`config.mk`:
```
export PLATFORM = sky130hd
export DESIGN_NAME = etdc_codec
export DESIGN_NICKNAME = d
export VERILOG_FILES = /design/src/hdl/etdc_pkg.sv /design/src/hdl/etdc_encoder.sv /design/src/hdl/etdc_decoder.sv /design/src/hdl/etdc_codec.sv
export SDC_FILE = /design/constraint.sdc
export NUM_CORES = 1
export LEC_CHECK = 0
export ABC_CLOCK_PERIOD_IN_PS = 7090
export BUFFER_PORTS_ARGS = -buffer_cell sky130_fd_sc_hd__clkbuf_2
export CAP_MARGIN = 5
export CELL_PAD_IN_SITES_DETAIL_PLACEMENT = 0
export CELL_PAD_IN_SITES_GLOBAL_PLACEMENT = 1
export CORE_MARGIN = 1
export CORE_UTILIZATION = 52
export CTS_CLUSTER_DIAMETER = 150
export DETAILED_ROUTE_END_ITERATION = 8
export HOLD_SLACK_MARGIN = 0.03
export PLACE_DENSITY_LB_ADDON = 0.1
export SETUP_SLACK_MARGIN = 0.5
export SYNTH_ARGS = -nofsm -noshare
export SYNTH_HDL_FRONTEND = slang
export SYNTH_SLANG_ARGS = --single-unit
```
`constraint.sdc`:
```
create_clock -name ref_clk -period 7.09 [get_ports ref_clk]
set_clock_uncertainty 0.1 [all_clocks]
set_input_delay 0.709 -clock ref_clk [delete_from_list [all_inputs] [get_ports ref_clk]]
set_output_delay 0.709 -clock ref_clk [all_outputs]
set_load 0.005 [all_outputs]
```
`src/hdl/etdc_pkg.sv`:
```
// Shared constants, carriers and code-table functions for the 8b/10b codec
package etdc_pkg;

  localparam int BYTE_W = 8;
  localparam int CHAR_W = 10;
  localparam int COMMA_W = 7;
  // Positions of bits a and i inside a character, a is the MSB
  localparam int POS_A = 9;
  localparam int POS_I = 4;
  localparam logic [3:0] CHAR_LAST = 4'h9;
  // Bit slot that follows the f bit of a comma
  localparam logic [3:0] ALIGN_CNT = 4'h7;
  localparam int BAL6 = 3;
  localparam int BAL4 = 2;
  localparam int BAL10 = 5;
  localparam logic RD_INIT = 1'b0;

  localparam logic [5:0] SUB6_POS = 6'h07;
  localparam logic [5:0] SUB6_NEG = 6'h38;
  localparam logic [3:0] SUB4_POS = 4'h3;
  localparam logic [3:0] SUB4_NEG = 4'hc;
  localparam logic [5:0] K28_6B = 6'h0f;
  localparam logic [3:0] ALT7_4B = 4'h7;
  // Six-bit codes for the negative column, entry 0 in the low bits
  localparam logic [191:0] TAB_5B6B =
    192'hadeb8e_d969b3_e9aa8b_c938db_5dcb0d_d15979_e19a75_c6d767;
  // Four-bit codes used when the six-bit part ends negative
  localparam logic [31:0] TAB_3B4B = 32'he6adc59b;
  localparam logic [4:0] X_K28 = 5'h1c;
  localparam logic [2:0] Y_ALL = 3'h7;
  localparam logic [7:0] K28_5 = 8'hbc;
  localparam logic [7:0] FORCE_NEG = 8'he1;
  localparam logic [7:0] FORCE_POS = 8'he2;
  localparam logic [9:0] K28_5_NEG = 10'h0fa;
  localparam logic [9:0] K28_5_POS = 10'h305;
  localparam logic [6:0] COMMA_POS = 7'h1f;
  localparam logic [6:0] COMMA_NEG = 7'h60;

  typedef struct packed {
    logic special;
    logic [BYTE_W-1:0] data;
  } etdc_tx_word_t;

  typedef struct packed {
    logic violation;
    logic special;
    logic [BYTE_W-1:0] data;
  } etdc_rx_word_t;

  typedef enum logic [1:0] {
    RX_HUNT = 2'b01,
    RX_LOCK = 2'b10
  } etdc_rx_state_t;

  // Idle filler sent while the buffer is empty
  localparam etdc_tx_word_t IDLE_WORD = '{special: 1'b1, data: K28_5};

  // Ending disparity of the abcdei sub-block
  function automatic logic sub_rd6(input logic rd, input logic [5:0] s);
    if ($countones(s) > BAL6 || s == SUB6_POS) return 1'b1;
    if ($countones(s) < BAL6 || s == SUB6_NEG) return 1'b0;
    return rd;
  endfunction

  // Ending disparity of the fghj sub-block
  function automatic logic sub_rd4(input logic rd, input logic [3:0] s);
    if ($countones(s) > BAL4 || s == SUB4_POS) return 1'b1;
    if ($countones(s) < BAL4 || s == SUB4_NEG) return 1'b0;
    return rd;
  endfunction

  // Character disparity chains through both sub-blocks
  function automatic logic char_rd(input logic rd, input logic [9:0] c);
    return sub_rd4(sub_rd6(rd, c[9:4]), c[3:0]);
  endfunction

  // Special codes that have a character of their own
  function automatic logic k_valid(input logic [7:0] b);
    logic [4:0] x;
    x = b[4:0];
    if (x == X_K28) return 1'b1;
    return (b[7:5] == Y_ALL) &&
      (x == 5'h17 || x == 5'h1b || x == 5'h1d || x == 5'h1e);
  endfunction

  function automatic logic is_comma(input logic [6:0] w);
    return w == COMMA_POS || w == COMMA_NEG;
  endfunction

  // Character for a byte, taken from the column of the current disparity
  function automatic logic [9:0] encode(input logic [7:0] b, input logic k,
                                        input logic rd);
    logic [7:0] v;
    logic r;
    logic [4:0] x;
    logic [2:0] y;
    logic [5:0] s6;
    logic [3:0] s4;
    logic r6;
    logic alt;
    v = b;
    r = rd;
    // Forced comma codes ignore the running disparity
    if (k && b == FORCE_NEG) begin
      v = K28_5;
      r = 1'b0;
    end
    if (k && b == FORCE_POS) begin
      v = K28_5;
      r = 1'b1;
    end
    x = v[4:0];
    y = v[7:5];
    s6 = TAB_5B6B[6*x +: 6];
    if (k && x == X_K28) s6 = K28_6B;
    if (r && ($countones(s6) != BAL6 || s6 == SUB6_NEG)) s6 = ~s6;
    r6 = sub_rd6(r, s6);
    // Alternate seven avoids a run of five equal bits
    // An unlisted special code keeps the data pattern of its byte
    alt = (y == Y_ALL) && ((k && k_valid(v)) ||
      (!r6 && (x == 5'h11 || x == 5'h12 || x == 5'h14)) ||
      (r6 && (x == 5'h0b || x == 5'h0d || x == 5'h0e)));
    s4 = alt ? ALT7_4B : TAB_3B4B[4*y +: 4];
    if (r6 && ($countones(s4) != BAL4 || s4 == SUB4_NEG)) s4 = ~s4;
    if (k && x == X_K28 && !r6 && $countones(s4) == BAL4 && s4 != SUB4_NEG) s4 = ~s4;
    return {s6, s4};
  endfunction

endpackage

```
`src/hdl/etdc_encoder.sv`:
```
// Transmit encoder: table lookup and transmit running disparity
`timescale 1ns/100ps
`default_nettype none

module etdc_encoder (
  input wire logic clk,
  input wire logic rst_n,
  input wire logic advance,
  input wire etdc_pkg::etdc_tx_word_t word,
  output logic [9:0] code,
  output logic rd
);

  logic rd_q;
  logic rd_d;

  // Bits abcdei come from the five-to-six table or the K28 code, fghj from the three-to-four table or the alternate seven
  always_comb begin
    code = etdc_pkg::encode(word.data, word.special, rd_q);
    rd_d = rd_q;
    if (advance) begin
      rd_d = etdc_pkg::char_rd(rd_q, code);
    end
  end

  // Either start polarity is legal, negative chosen
  always_ff @(posedge clk or negedge rst_n) begin
    if (!rst_n) begin
      rd_q <= etdc_pkg::RD_INIT;
    end else begin
      rd_q <= rd_d;
    end
  end

  assign rd = rd_q;

endmodule

`default_nettype wire

```
`src/hdl/etdc_decoder.sv`:
```
// Receive decoder: column search, violation flag, receive disparity
`timescale 1ns/100ps
`default_nettype none

module etdc_decoder (
  input wire logic clk,
  input wire logic rst_n,
  input wire logic advance,
  input wire logic [9:0] code,
  output etdc_pkg::etdc_rx_word_t word,
  output logic rd
);

  logic rd_q;
  logic rd_d;
  logic hit;

  // Search only the column of the current disparity; costly but exact
  always_comb begin
    hit = 1'b0;
    word = '0;
    for (int i = 0; i < 256; i++) begin
      if (etdc_pkg::encode(8'(i), 1'b0, rd_q) == code) begin
        hit = 1'b1;
        word.data = 8'(i);
        word.special = 1'b0;
      end
      if (etdc_pkg::k_valid(8'(i)) && etdc_pkg::encode(8'(i), 1'b1, rd_q) == code) begin
        hit = 1'b1;
        word.data = 8'(i);
        word.special = 1'b1;
      end
    end
    word.violation = !hit;
    rd_d = rd_q;
    // Disparity follows the bits even for a bad character
    if (advance) begin
      rd_d = etdc_pkg::char_rd(rd_q, code);
    end
  end

  always_ff @(posedge clk or negedge rst_n) begin
    if (!rst_n) begin
      rd_q <= etdc_pkg::RD_INIT;
    end else begin
      rd_q <= rd_d;
    end
  end

  assign rd = rd_q;

endmodule

`default_nettype wire

```
`src/hdl/etdc_codec.sv`:
```
// Codec top: transmit buffer, serializer, aligner, deserializer and checks
`timescale 1ns/100ps
`default_nettype none

module etdc_codec #(
  parameter int BUF_DEPTH = 2,
  parameter logic [2:0] LOS_LIMIT = 3'h4
) (
  input wire logic ref_clk,
  input wire logic rst_n,
  input wire etdc_pkg::etdc_tx_word_t tx_word,
  input wire logic tx_valid,
  output logic tx_ready,
  output logic tx_serial,
  output logic tx_rd,
  input wire logic rx_serial_in,
  output etdc_pkg::etdc_rx_word_t rx_word,
  output logic rx_valid,
  output logic rx_aligned,
  output logic rx_rd
);

  localparam int PW = (BUF_DEPTH > 1) ? $clog2(BUF_DEPTH) : 1;
  localparam int CW = PW + 1;
  localparam logic [CW-1:0] BUF_FULL = CW'(BUF_DEPTH);

  // Buffer pointer wrap, shared by both ends of the buffer
  function automatic logic [PW-1:0] nxt_ptr(input logic [PW-1:0] p);
    if (p == PW'(BUF_DEPTH - 1)) return '0;
    return p + 1'b1;
  endfunction

  logic rst_meta_q;
  logic rst_sync_q;
  logic rst_sync_n;
  logic rx_meta_q;
  logic rx_sync_q;

  etdc_pkg::etdc_tx_word_t buf_q [BUF_DEPTH];
  etdc_pkg::etdc_tx_word_t buf_d [BUF_DEPTH];
  logic [PW-1:0] bwr_q;
  logic [PW-1:0] bwr_d;
  logic [PW-1:0] brd_q;
  logic [PW-1:0] brd_d;
  logic [CW-1:0] bcnt_q;
  logic [CW-1:0] bcnt_d;
  logic buf_push;
  logic buf_pop;
  etdc_pkg::etdc_tx_word_t head;
  logic head_forced;

  logic [3:0] tx_cnt_q;
  logic [3:0] tx_cnt_d;
  logic [9:0] tx_shift_q;
  logic [9:0] tx_shift_d;
  logic [9:0] tx_hold_q;
  logic [9:0] tx_hold_d;
  logic tx_load;
  logic [9:0] enc_code;

  logic [9:0] rx_sr_q;
  logic [9:0] rx_sr_d;
  logic [3:0] rx_cnt_q;
  logic [3:0] rx_cnt_d;
  etdc_pkg::etdc_rx_state_t st_q;
  etdc_pkg::etdc_rx_state_t st_d;
  logic [2:0] los_q;
  logic [2:0] los_d;
  logic comma_hit;
  logic char_done;
  etdc_pkg::etdc_rx_word_t dec_word;
  etdc_pkg::etdc_rx_word_t rx_word_q;
  etdc_pkg::etdc_rx_word_t rx_word_d;
  logic rx_valid_q;

  // Reset release through two flops; assertion stays asynchronous
  always_ff @(posedge ref_clk or negedge rst_n) begin
    if (!rst_n) begin
      rst_meta_q <= 1'b0;
      rst_sync_q <= 1'b0;
    end else begin
      rst_meta_q <= 1'b1;
      rst_sync_q <= rst_meta_q;
    end
  end

  assign rst_sync_n = rst_sync_q;

  // Serial input pin crosses in through two flops
  always_ff @(posedge ref_clk or negedge rst_sync_n) begin
    if (!rst_sync_n) begin
      rx_meta_q <= 1'b0;
      rx_sync_q <= 1'b0;
    end else begin
      rx_meta_q <= rx_serial_in;
      rx_sync_q <= rx_meta_q;
    end
  end

  // Transmit buffer handshake; drains only at character boundaries
  assign tx_ready = bcnt_q != BUF_FULL;
  assign buf_push = tx_valid && tx_ready;
  assign buf_pop = tx_load && bcnt_q != '0;
  assign head = (bcnt_q != '0) ? buf_q[brd_q] : etdc_pkg::IDLE_WORD;
  // Forced comma codes may go out against the current disparity
  assign head_forced = head.special &&
    (head.data == etdc_pkg::FORCE_NEG || head.data == etdc_pkg::FORCE_POS);

  // Buffer next state
  always_comb begin
    buf_d = buf_q;
    bwr_d = bwr_q;
    brd_d = brd_q;
    if (buf_push) begin
      buf_d[bwr_q] = tx_word;
      bwr_d = nxt_ptr(bwr_q);
    end
    if (buf_pop) begin
      brd_d = nxt_ptr(brd_q);
    end
    bcnt_d = bcnt_q + CW'(buf_push) - CW'(buf_pop);
  end

  always_ff @(posedge ref_clk or negedge rst_sync_n) begin
    if (!rst_sync_n) begin
      buf_q <= '{default: '0};
      bwr_q <= '0;
      brd_q <= '0;
      bcnt_q <= '0;
    end else begin
      buf_q <= buf_d;
      bwr_q <= bwr_d;
      brd_q <= brd_d;
      bcnt_q <= bcnt_d;
    end
  end

  // Encoder sees the buffer head, or the idle comma when empty
  etdc_encoder u_enc (
    .clk(ref_clk),
    .rst_n(rst_sync_n),
    .advance(tx_load),
    .word(head),
    .code(enc_code),
    .rd(tx_rd)
  );

  // Character divider and serializer, one bit per clock
  assign tx_load = tx_cnt_q == etdc_pkg::CHAR_LAST;

  always_comb begin
    tx_cnt_d = tx_load ? '0 : tx_cnt_q + 4'h1;
    tx_shift_d = tx_load ? enc_code : tx_shift_q << 1;
    tx_hold_d = tx_load ? enc_code : tx_hold_q;
  end

  // Divider starts at the last slot so the first character loads at once
  always_ff @(posedge ref_clk or negedge rst_sync_n) begin
    if (!rst_sync_n) begin
      tx_cnt_q <= etdc_pkg::CHAR_LAST;
      tx_shift_q <= '0;
      tx_hold_q <= '0;
    end else begin
      tx_cnt_q <= tx_cnt_d;
      tx_shift_q <= tx_shift_d;
      tx_hold_q <= tx_hold_d;
    end
  end

  // Bit a leaves first, i sits between e and f
  assign tx_serial = tx_shift_q[etdc_pkg::POS_A];

  // Deserializer, comma aligner and loss-of-lock counter
  always_comb begin
    rx_sr_d = {rx_sr_q[etdc_pkg::CHAR_W-2:0], rx_sync_q};
    // Newest seven bits hold abcdeif when the f bit has just come in
    comma_hit = etdc_pkg::is_comma(rx_sr_d[etdc_pkg::COMMA_W-1:0]);
    rx_cnt_d = (rx_cnt_q == etdc_pkg::CHAR_LAST) ? '0 : rx_cnt_q + 4'h1;
    char_done = (st_q == etdc_pkg::RX_LOCK) && (rx_cnt_q == etdc_pkg::CHAR_LAST);
    st_d = st_q;
    los_d = los_q;
    case (st_q)
      etdc_pkg::RX_HUNT: begin
        los_d = '0;
        if (comma_hit) begin
          st_d = etdc_pkg::RX_LOCK;
        end
      end
      etdc_pkg::RX_LOCK: begin
        // A run of bad characters means the boundary is lost
        if (char_done) begin
          los_d = dec_word.violation ? los_q + 3'h1 : '0;
        end
        // A fresh comma on the last bad character only delays the return to hunt by one cycle
        if (los_d == LOS_LIMIT && !comma_hit) begin
          st_d = etdc_pkg::RX_HUNT;
          los_d = '0;
        end
      end
      default: begin
        st_d = etdc_pkg::RX_HUNT;
        los_d = '0;
      end
    endcase
    // Comma f bit just arrived: three bits remain in this character
    if (comma_hit) begin
      rx_cnt_d = etdc_pkg::ALIGN_CNT;
    end
  end

  always_ff @(posedge ref_clk or negedge rst_sync_n) begin
    if (!rst_sync_n) begin
      rx_sr_q <= '0;
      rx_cnt_q <= '0;
      st_q <= etdc_pkg::RX_HUNT;
      los_q <= '0;
    end else begin
      rx_sr_q <= rx_sr_d;
      rx_cnt_q <= rx_cnt_d;
      st_q <= st_d;
      los_q <= los_d;
    end
  end

  // Decoder works on the character completed this cycle
  etdc_decoder u_dec (
    .clk(ref_clk),
    .rst_n(rst_sync_n),
    .advance(char_done),
    .code(rx_sr_d),
    .word(dec_word),
    .rd(rx_rd)
  );

  // Registered receive word; no stall path, the line cannot wait
  always_comb begin
    rx_word_d = char_done ? dec_word : rx_word_q;
  end

  always_ff @(posedge ref_clk or negedge rst_sync_n) begin
    if (!rst_sync_n) begin
      rx_word_q <= '0;
      rx_valid_q <= 1'b0;
    end else begin
      rx_word_q <= rx_word_d;
      rx_valid_q <= char_done;
    end
  end

  assign rx_word = rx_word_q;
  assign rx_valid = rx_valid_q;
  assign rx_aligned = st_q == etdc_pkg::RX_LOCK;
endmodule

`default_nettype wire

```
==> results of run 1 <==
## kinds of logic after synthesis
logic type	synth area share, %
other cells	0.0440
xor+xnor	2.06
buf+inv	4.61
simple gates	28.2
compound gates	28.7
mux	7.02
flops	20.9
fa+ha+maj	8.52
## critical path, delay by kind of cell (launching register included)
family	cells	cell delay (ns)
buffers and inverters	10	0.88
AND/OR/NAND/NOR	11	1.67
adder cells (fa/ha/maj)	11	3.27
flip-flops	1	0.44
multiplexers	2	0.52
XOR/XNOR	1	0.15
AO/OA/AOI/OAI	14	1.93
## layout make-up
type                       instances  share of cell area [%]
clock buffer                       9                    2.14
clock inverter                     7                   0.977
inverter                          44                    1.57
multi-input combinational        953                    64.1
sequential                        71                    17.0
tap                              216                    2.57
timing repair buffer             166                    11.6
## what timing repair did
action | CTS | global route
pin swaps | 13 | 33
endpoints found under the setup margin | 5 | 5
hold buffers | 1 | 0
hold endpoints to repair | 1 | 0
setup buffers | 19 | 8
gates resized for setup | 28 | 47
## Yosys cell counts, drive strengths merged, types with 24 or more instances
cell | instances | area [um2]
mux2 | 29 | 334
o21ai | 77 | 400
inv | 44 | 165
clkbuf | 36 | 135
a21oi | 78 | 390
nor3 | 36 | 196
nand2 | 110 | 413
ha | 42 | 526
o22ai | 34 | 219
dfrtp | 68 | 1700
mux2i | 24 | 264
a31oi | 26 | 163
nor2 | 113 | 427
nand3 | 44 | 233
a22oi | 25 | 201
## final timing paths
path	start	endpoint	cells past startpoint
setup / recovery	brd_q	u_enc.rd	49
hold / removal	rx_meta_q	rx_sync_q	0
setup reg to reg	brd_q	u_enc.rd	49
hold reg to reg	rx_meta_q	rx_sync_q	0
max in group asynchronous	rst_sync_n	brd_q	0
min in group asynchronous	rst_sync_n	buf_q[0]	0
## metrics by stage
| stage | setup WS, ns | utilization [%] | area, um2 | setup TNS, ns |
|---|---|---|---|---|
| CTS | -1.74 | 64.3 | 10200 | -4.88 |
| finish | -2.00 | 65.9 | 10500 | -6.17 |
| global route | -2.36 | 65.9 | 10500 | -7.80 |
| detailed placement | -2.06 | 60.5 | 9650 | -6.17 |
| floorplan | -1.82 | - | 8640 | -4.32 |
| global placement | -1.70 | 60.5 | 9650 | -4.73 |
## metal layers
metal  up-vias  part of all wire [%]  global-route usage (%)
li1       4460                     -                       -
met1      4619                    42                    56.0
met2       631                    41                    57.9
met3       149                    12                    11.2
met4         0                   4.9                    18.5
met5         -                     0                       0
## sequential cells by signal (all words and copies together) (netlist names)
register and count:
rx_valid 1, buf_q 18, los_q 3, rx_cnt_q 4, u_dec.rd 1, rx_sync_q 1, tx_shift_q 10, rx_meta_q 1
rx_sr_q 9, rst_meta_q 1, tx_cnt_q 4, brd_q 1, bcnt_q 2, rx_word 10, u_enc.rd 1, bwr_q 1
rst_sync_n 1, st_q 2
==> results.txt, run 1 <==
----------------------------------------------------
[Status]
  Result of the run ... finished, violations left
  Failing checks ... setup timing

[Critical path]
  Peak per-stage delay on the critical path ... ~0.52 ns
  Required time worst endpoint ... between 7 and 8 ns
  Startpoint types ... flop
  Slowest stage cell on the critical path ... sky130_fd_sc_hd__fa_1
  Reg-to-reg slack, setup ... -2.00 ns
  Kind of end point of the critical path ... flop
  Critical path start-end classification ... flop to flop
  Crit path top cell by count ... sky130_fd_sc_hd__inv_2
  Maximum fanout along the worst path ... 5
  Worst EP arrival ... a little over 9 ns

[Final layout]
  Multi-input logic area ... 6730 um2
  Most common cell after layout, fill and taps aside ... sky130_fd_sc_hd__buf_4
  Layout cells sized above 1 ... between 20% and 30%
  Most frequent cells in the layout ... sky130_fd_sc_hd__buf_4 (126), sky130_fd_sc_hd__nand2_1 (108), sky130_fd_sc_hd__nor2_1 (105)
  Number of diodes ... 0
  Final std cells w/o fill ... between 1000 and 1500
  FILL cells ... 1374
  Sequential cell area ... about 1800 um2
  Syn-to-layout area delta ... 23.2%
  # nets final ... between 1000 and 1500

[Yosys]
  Number of storage elements in the synthesis netlist ... ~70
  Distinct cell type count of the synthesized netlist ... between 90 and 100
  Number of flops mapped to enable cells by yosys ... 0
  Share of the yosys chip area belonging to registers ... 20.9%
  Mapped Cells ... 1120
  Count of warnings emitted by yosys ... 0
  Ys flop type ... sky130_fd_sc_hd__dfrtp_1
  Post-synthesis instance area ... around 8500 um2
  Net count after synthesis ... between 1000 and 1500
  Async set-reset flop share out of synthesis ... between 90% and 100%
  Post-Syn Area per Cell ... 7.61 um2

[Route]
  Average wire per cell in the routed design ... between 20 and 25 um
  Total wire length ... 34000 um
  Count of nets left with antenna violations after detail routing ... 0
  First-pass detailed-route iteration total ... 7
  DR iter-0 viols ... ~1300
  Vias/cell ... 6.73
  Vias ... a little under 10000
  Final routed DRC violation total ... 0

[Clock tree]
  Clock latency reported for the late side of the worst-skew pair ... around 0.36 ns
  CTS Root Buffer Type ... sky130_fd_sc_hd__clkbuf_16
  CTS tree ... done
  CTS sink count ... approximately 70
  Number of buffers inserted during clock tree synthesis ... 9
  H-tree Lvls ... 3
  Clock tree buffer depth ... 2
  Clock-pin transition on the worst setup and hold timing paths ... 0.07 ns

[Placed design]
  Final HPWL DP ... between 20000 and 30000 um
  Weighted congestion reported at the end of routability-driven placement ... between 1 and 1.5
  Number of placed instances, taps included ... between 1000 and 1500
  PortBufs ... 28

[Global route]
  Global-route wire length before repair ... between 50000 and 60000 um
  Maximum number of pins on one net before global-route repair ... 70
  Total routing usage reported by global routing ... about 40%
  Number of global-route vias before repair ... 9158
  Initial antenna violation count ... 0
  Remaining Overflow, GRT ... 0

[Die]
  Full die area ... roughly 17000 um2
  Ports ... 29
  Initial core utilization ... 53.4%
  Site Rows ... 46
  Area inside the core boundary ... ~16000 um2
  Height of the die ... between 100 and 150 um
  Horizontal extent of the die ... between 100 and 150 um

[Run]
  Total of max-cap violations ... 0

[Timing]
  Fin. max-slew vios ... 0
  Final hold violations ... 0
  Hold Slack ... ~0.25 ns
  Max-Slew Margin vs Limit ... around a fifth
  Worst Tran Pin Value ... between 1 and 1.5 ns
  RSZ-0062 raised after global routing ... yes
  Final worst path period share ... 128%
  Worst-case setup margin in the final layout ... -2.00 ns
  Minimum period implied by the final worst setup slack ... 9.09 ns
  Finish-stage setup viols ... 5
  Top achievable clock speed ... ~110 MHz

[Min path]
  Worst min path class ... flop to flop

----------------------------------------------------
Power of run 1 is not shown: default switching activity piles up to over one toggle a cycle in this logic, so the estimate is an artifact.
==> inputs of run 2 (changes only) <==
- ABC_CLOCK_PERIOD_IN_PS: 7090 -> 8090
- CORE_UTILIZATION: 52 -> 44
- MAX_ROUTING_LAYER: default -> met4
- clock period: 7.09 -> 8.09 ns (I/O delays scaled with it)
==> results.txt, run 2 (synthesis gave the netlist of run 1 again) <==
----------------------------------------------------
[Final layout]
  Most common cell after layout, fill and taps aside ... sky130_fd_sc_hd__buf_4
  Share of the core filled with cells in the final layout ... between 50% and 60%
  Register bank with the most flops ... buf_q
  FILL cells ... between 1500 and 2000
  Multi-input logic area ... 6600 um2
  Sequential cell area ... 1780 um2
  # nets final ... around 1300
  Most frequent cells in the layout ... sky130_fd_sc_hd__buf_4 (130), sky130_fd_sc_hd__nand2_1 (109), sky130_fd_sc_hd__nor2_1 (107)
  Max FFs per register ... 18
  Syn-to-layout area delta ... 21.1%
  Layout cells sized above 1 ... approximately a quarter
  Number of diodes ... 0

[Clock tree]
  H-tree Lvls ... 3
  Clock tree buffer depth ... 2
  CTS tree ... done
  CTS sink count ... 71
  CTS Root Buffer Type ... sky130_fd_sc_hd__clkbuf_16
  Clock latency reported for the late side of the worst-skew pair ... roughly 0.35 ns
  Clock-pin transition on the worst setup and hold timing paths ... around 0.070 ns
  Number of buffers inserted during clock tree synthesis ... 9
  Post-CTS Hold Fix Bufs ... 0

[Placed design]
  Weighted congestion reported at the end of routability-driven placement ... between 1 and 1.5
  Final HPWL DP ... roughly 26000 um
  PortBufs ... 28

[Timing]
  Fin. max-slew vios ... 0
  Top achievable clock speed ... ~110 MHz
  Worst Tran Pin Value ... between 1 and 1.5 ns
  Final hold violations ... 0
  Worst-case setup margin in the final layout ... -0.706 ns
  Final worst path period share ... 109%
  Setup TNS ... -0.706 ns
  Minimum period implied by the final worst setup slack ... about 9 ns
  Max-Slew Margin vs Limit ... around 20%
  RSZ-0062 raised after global routing ... yes
  Finish-stage setup viols ... 1

[Critical path]
  Buffer and inverter count on the worst path ... 9
  Peak per-stage delay on the critical path ... between 0.5 and 0.6 ns
  Required time worst endpoint ... 8.24 ns
  Slowest stage cell on the critical path ... sky130_fd_sc_hd__fa_1
  Maximum fanout along the worst path ... 8
  Kind of end point of the critical path ... flop
  Crit-path leading delay family ... adder cells
  Startpoint types ... flop
  Worst EP arrival ... around 9 ns
  Critical path start-end classification ... flop to flop

[Die]
  Full die area ... around 20000 um2
  Height of the die ... 141 um
  Site Rows ... 50
  Ports ... 29
  Initial core utilization ... 45.2%
  Area inside the core boundary ... approximately 19000 um2
  Horizontal extent of the die ... between 100 and 150 um

[Status]
  Result of the run ... finished, violations left
  Failing checks ... setup timing

[Global route]
  Initial antenna violation count ... 0
  Total routing usage reported by global routing ... 35.1%
  Maximum number of pins on one net before global-route repair ... 70
  Global-route wire length before repair ... approximately 52000 um
  Number of global-route vias before repair ... 8992
  Remaining Overflow, GRT ... 0

[Route]
  First-pass detailed-route iteration total ... 5
  Vias ... about 9700
  Final routed DRC violation total ... 0
  Average wire per cell in the routed design ... 22.5 um
  Vias/cell ... ~6.4
  Total wire length ... 33900 um
  Count of nets left with antenna violations after detail routing ... 0
  DR iter-0 viols ... between 900 and 1000

[Min path]
  Worst min path class ... primary input to async pin

[Run]
  Total of max-cap violations ... 0

----------------------------------------------------
[run 2: per-stage QoR]
step,worst slack (ns),cells,area [um2],hold slack (ns)
2_1_floorplan,-0.821,1120,8640,0.231
3_3_place_gp,-0.669,1473,9750,0.232
3_5_place_dp,-0.984,1473,9750,0.235
4_1_cts,-0.828,1495,10100,0.122
5_1_grt,-1.17,1506,10300,0.123
6_report,-0.706,1506,10300,0.131
[run 2: worst reg2reg max path, delay by kind of cell, from the launching register on]
kind            cells  cell delay, ns
compound gates     15            2.22
xor+xnor            1            0.24
fa+ha+maj          11            3.31
buf+inv             9            0.87
flops               1            0.48
mux                 1            0.22
simple gates        9            1.29
[run 2: final timing paths]
path,startpoint,cells past startpoint,end,slack (ns)
worst max-delay path,brd_q,46,u_enc.rd,-0.71
worst min-delay path,rst_n,1,rst_sync_n,0.13
worst max register to register,brd_q,46,u_enc.rd,-0.71
worst min register to register,rx_meta_q,0,rx_sync_q,0.25
max in group asynchronous,rst_sync_n,1,brd_q,6.91
min in group ref_clk,rx_meta_q,0,rx_sync_q,0.25
[run 2: cell type report]
| class | instances | share of cell area [%] |
|---|---|---|
| multi-input cells | 953 | 63.9 |
| flip-flops and latches | 71 | 17.3 |
| repair buffers | 162 | 11.3 |
| well taps | 260 | 3.15 |
| clock buffers | 9 | 2.18 |
| inverters | 44 | 1.60 |
| clock inverters | 7 | 0.618 |
[run 2: repair_timing]
item | 4_1_cts | 5_1_grt
buffers inserted | 6 | 11
setup endpoints to repair | 5 | 5
pin swaps | 7 | 21
resized for setup | 10 | 32
[run 2: metal layers]
metal	wire, um	GRT usage, %
met1	14900	48.2
met2	14400	50.3
met3	3330	7.57
met4	1230	12.2
met5	0	-
Power of run 2 is left out for the same reason.
==> inputs of run 3 (changes only) <==
- CORE_MARGIN: 1 -> 8
- PLACE_DENSITY: default -> 0.81
- PLACE_DENSITY_LB_ADDON: 0.1 -> default
==> results.txt, run 3 (synthesis gave the netlist of run 1 again) <==
----------------------------------------------------
[Clock tree]
  CTS tree ... done
  Clock-pin transition on the worst setup and hold timing paths ... 0.07 ns
  Clock tree buffer depth ... 2
  H-tree Lvls ... 3
  Number of buffers inserted during clock tree synthesis ... 9
  CTS sink count ... between 70 and 80
  CTS Root Buffer Type ... sky130_fd_sc_hd__clkbuf_16
  Clock latency reported for the late side of the worst-skew pair ... around 0.34 ns

[Final layout]
  Layout cells sized above 1 ... roughly 28%
  Syn-to-layout area delta ... 28.3%
  Most common cell after layout, fill and taps aside ... sky130_fd_sc_hd__buf_4
  Most frequent cells in the layout ... sky130_fd_sc_hd__buf_4 (179), sky130_fd_sc_hd__nand2_1 (109), sky130_fd_sc_hd__nor2_1 (107)
  FILL cells ... about 1800
  Sequential cell area ... 1790 um2
  Multi-input logic area ... 6690 um2
  Register bank with the most flops ... buf_q
  # nets final ... 1367
  Number of diodes ... 0
  Final std cells w/o fill ... approximately 1600
  Max FFs per register ... 18

[Placed design]
  Number of placed instances, taps included ... about 1500
  Weighted congestion reported at the end of routability-driven placement ... 1.03
  PortBufs ... 28
  Final HPWL DP ... 26400 um

[Route]
  Final routed DRC violation total ... 0
  Vias ... 10300
  DR iter-0 viols ... between 1000 and 1500
  Count of nets left with antenna violations after detail routing ... 0
  Vias/cell ... around 6.5
  First-pass detailed-route iteration total ... 6
  Total wire length ... 36900 um
  Average wire per cell in the routed design ... ~23 um

[Timing]
  Fin. max-slew vios ... 0
  Final worst path period share ... 111%
  Max-Slew Margin vs Limit ... 24.0%
  Worst Tran Pin Value ... 1.14 ns
  Minimum period implied by the final worst setup slack ... 8.97 ns
  Worst-case setup margin in the final layout ... -0.878 ns
  RSZ-0062 raised after global routing ... yes
  Top achievable clock speed ... between 100 and 150 MHz
  Final hold violations ... 0
  Finish-stage setup viols ... 4

[Die]
  Area inside the core boundary ... 19200 um2
  Ports ... 29
  Full die area ... 24100 um2
  Height of the die ... between 150 and 200 um
  Site Rows ... 51
  Horizontal extent of the die ... 155 um
  Initial core utilization ... around 44%

[Run]
  Total of max-cap violations ... 0

[Global route]
  Global-route wire length before repair ... about 57000 um
  Number of global-route vias before repair ... 9790
  Initial antenna violation count ... 0
  Maximum number of pins on one net before global-route repair ... 70
  Remaining Overflow, GRT ... 0
  Total routing usage reported by global routing ... about 31%

[Critical path]
  Reg-to-reg slack, setup ... -0.88 ns
  Peak per-stage delay on the critical path ... approximately 0.50 ns
  Slowest stage cell on the critical path ... sky130_fd_sc_hd__dfrtp_2
  Required time worst endpoint ... around 8 ns
  Crit path top cell by count ... sky130_fd_sc_hd__buf_4
  Worst reg2reg path depth ... 66
  Worst flop-to-flop path startpoint ... brd_q
  Startpoint types ... flop
  Critical path start-end classification ... flop to flop
  Reg2reg end ... tx_shift_q[4]
  Worst EP arrival ... roughly 9.1 ns
  Kind of end point of the critical path ... flop
  Maximum fanout along the worst path ... 8

[Status]
  Failing checks ... setup timing
  Result of the run ... finished, violations left

[Min path]
  Worst min path class ... primary input to async pin

----------------------------------------------------
-- run 3: worst max path at each step --
| stage | startpoint | end | slack [ns] | cells past startpoint |
|---|---|---|---|---|
| after global placement | brd_q | u_enc.rd | -0.73 | 45 |
| after floorplan | brd_q | u_enc.rd | -0.82 | 47 |
| after global routing | brd_q | u_enc.rd | -1.21 | 50 |
| after CTS | brd_q | u_enc.rd | -0.68 | 44 |
| final | brd_q | tx_shift_q[4] | -0.88 | 66 |
| after detailed placement | brd_q | u_enc.rd | -1.01 | 45 |
-- run 3: routing by layer --
layer  global-route usage, %  share of wire [%]
met1                    42.7                 44
met2                    43.7                 42
met3                    6.35                 10
met4                    12.2                4.1
met5                       -                  0
-- run 3: layout make-up --
class	count	share of cell area [%]
Clock buffer	9	2.06
Sequential cell	71	16.3
Clock inverter	7	0.652
Inverter	44	1.51
Multi-Input combinational cell	953	61.2
Timing Repair Buffer	223	15.2
Tap cell	265	3.03
-- run 3: critical path, delay by kind of cell (launching register included) --
family | cells | cell delay [ns]
AOI/OAI and AO/OA | 5 | 0.42
xor gates and xnor gates | 1 | 0.11
adders and majority gates | 1 | 0.18
buffers and inverters | 54 | 6.36
DFF | 1 | 0.50
muxes | 1 | 0.25
and+or+nand+nor | 4 | 0.88
-- run 3: repair_timing --
item / in CTS / in global routing
hold buffers: 0 / 0
setup endpoints to repair: 5 / 6
setup buffers: 69 / 8
pin swaps: 18 / 13
gates cloned: 0 / 0
gates resized for setup: 26 / 42
-- run 3: metrics by stage --
stage | hold WS (ns) | setup TNS, ns | util [%] | worst slack [ns] | cell area (um2)
after floorplan | 0.231 | -0.821 | - | -0.821 | 8640
after global placement | 0.235 | -0.725 | 50.9 | -0.725 | 9770
after detailed placement | 0.240 | -1.18 | 50.9 | -1.01 | 9770
after CTS | 0.126 | -1.31 | 55.6 | -0.677 | 10700
after global routing | 0.123 | -3.64 | 56.9 | -1.21 | 10900
final | 0.133 | -2.04 | 56.9 | -0.878 | 10900
Power of run 3 is left out for the same reason.
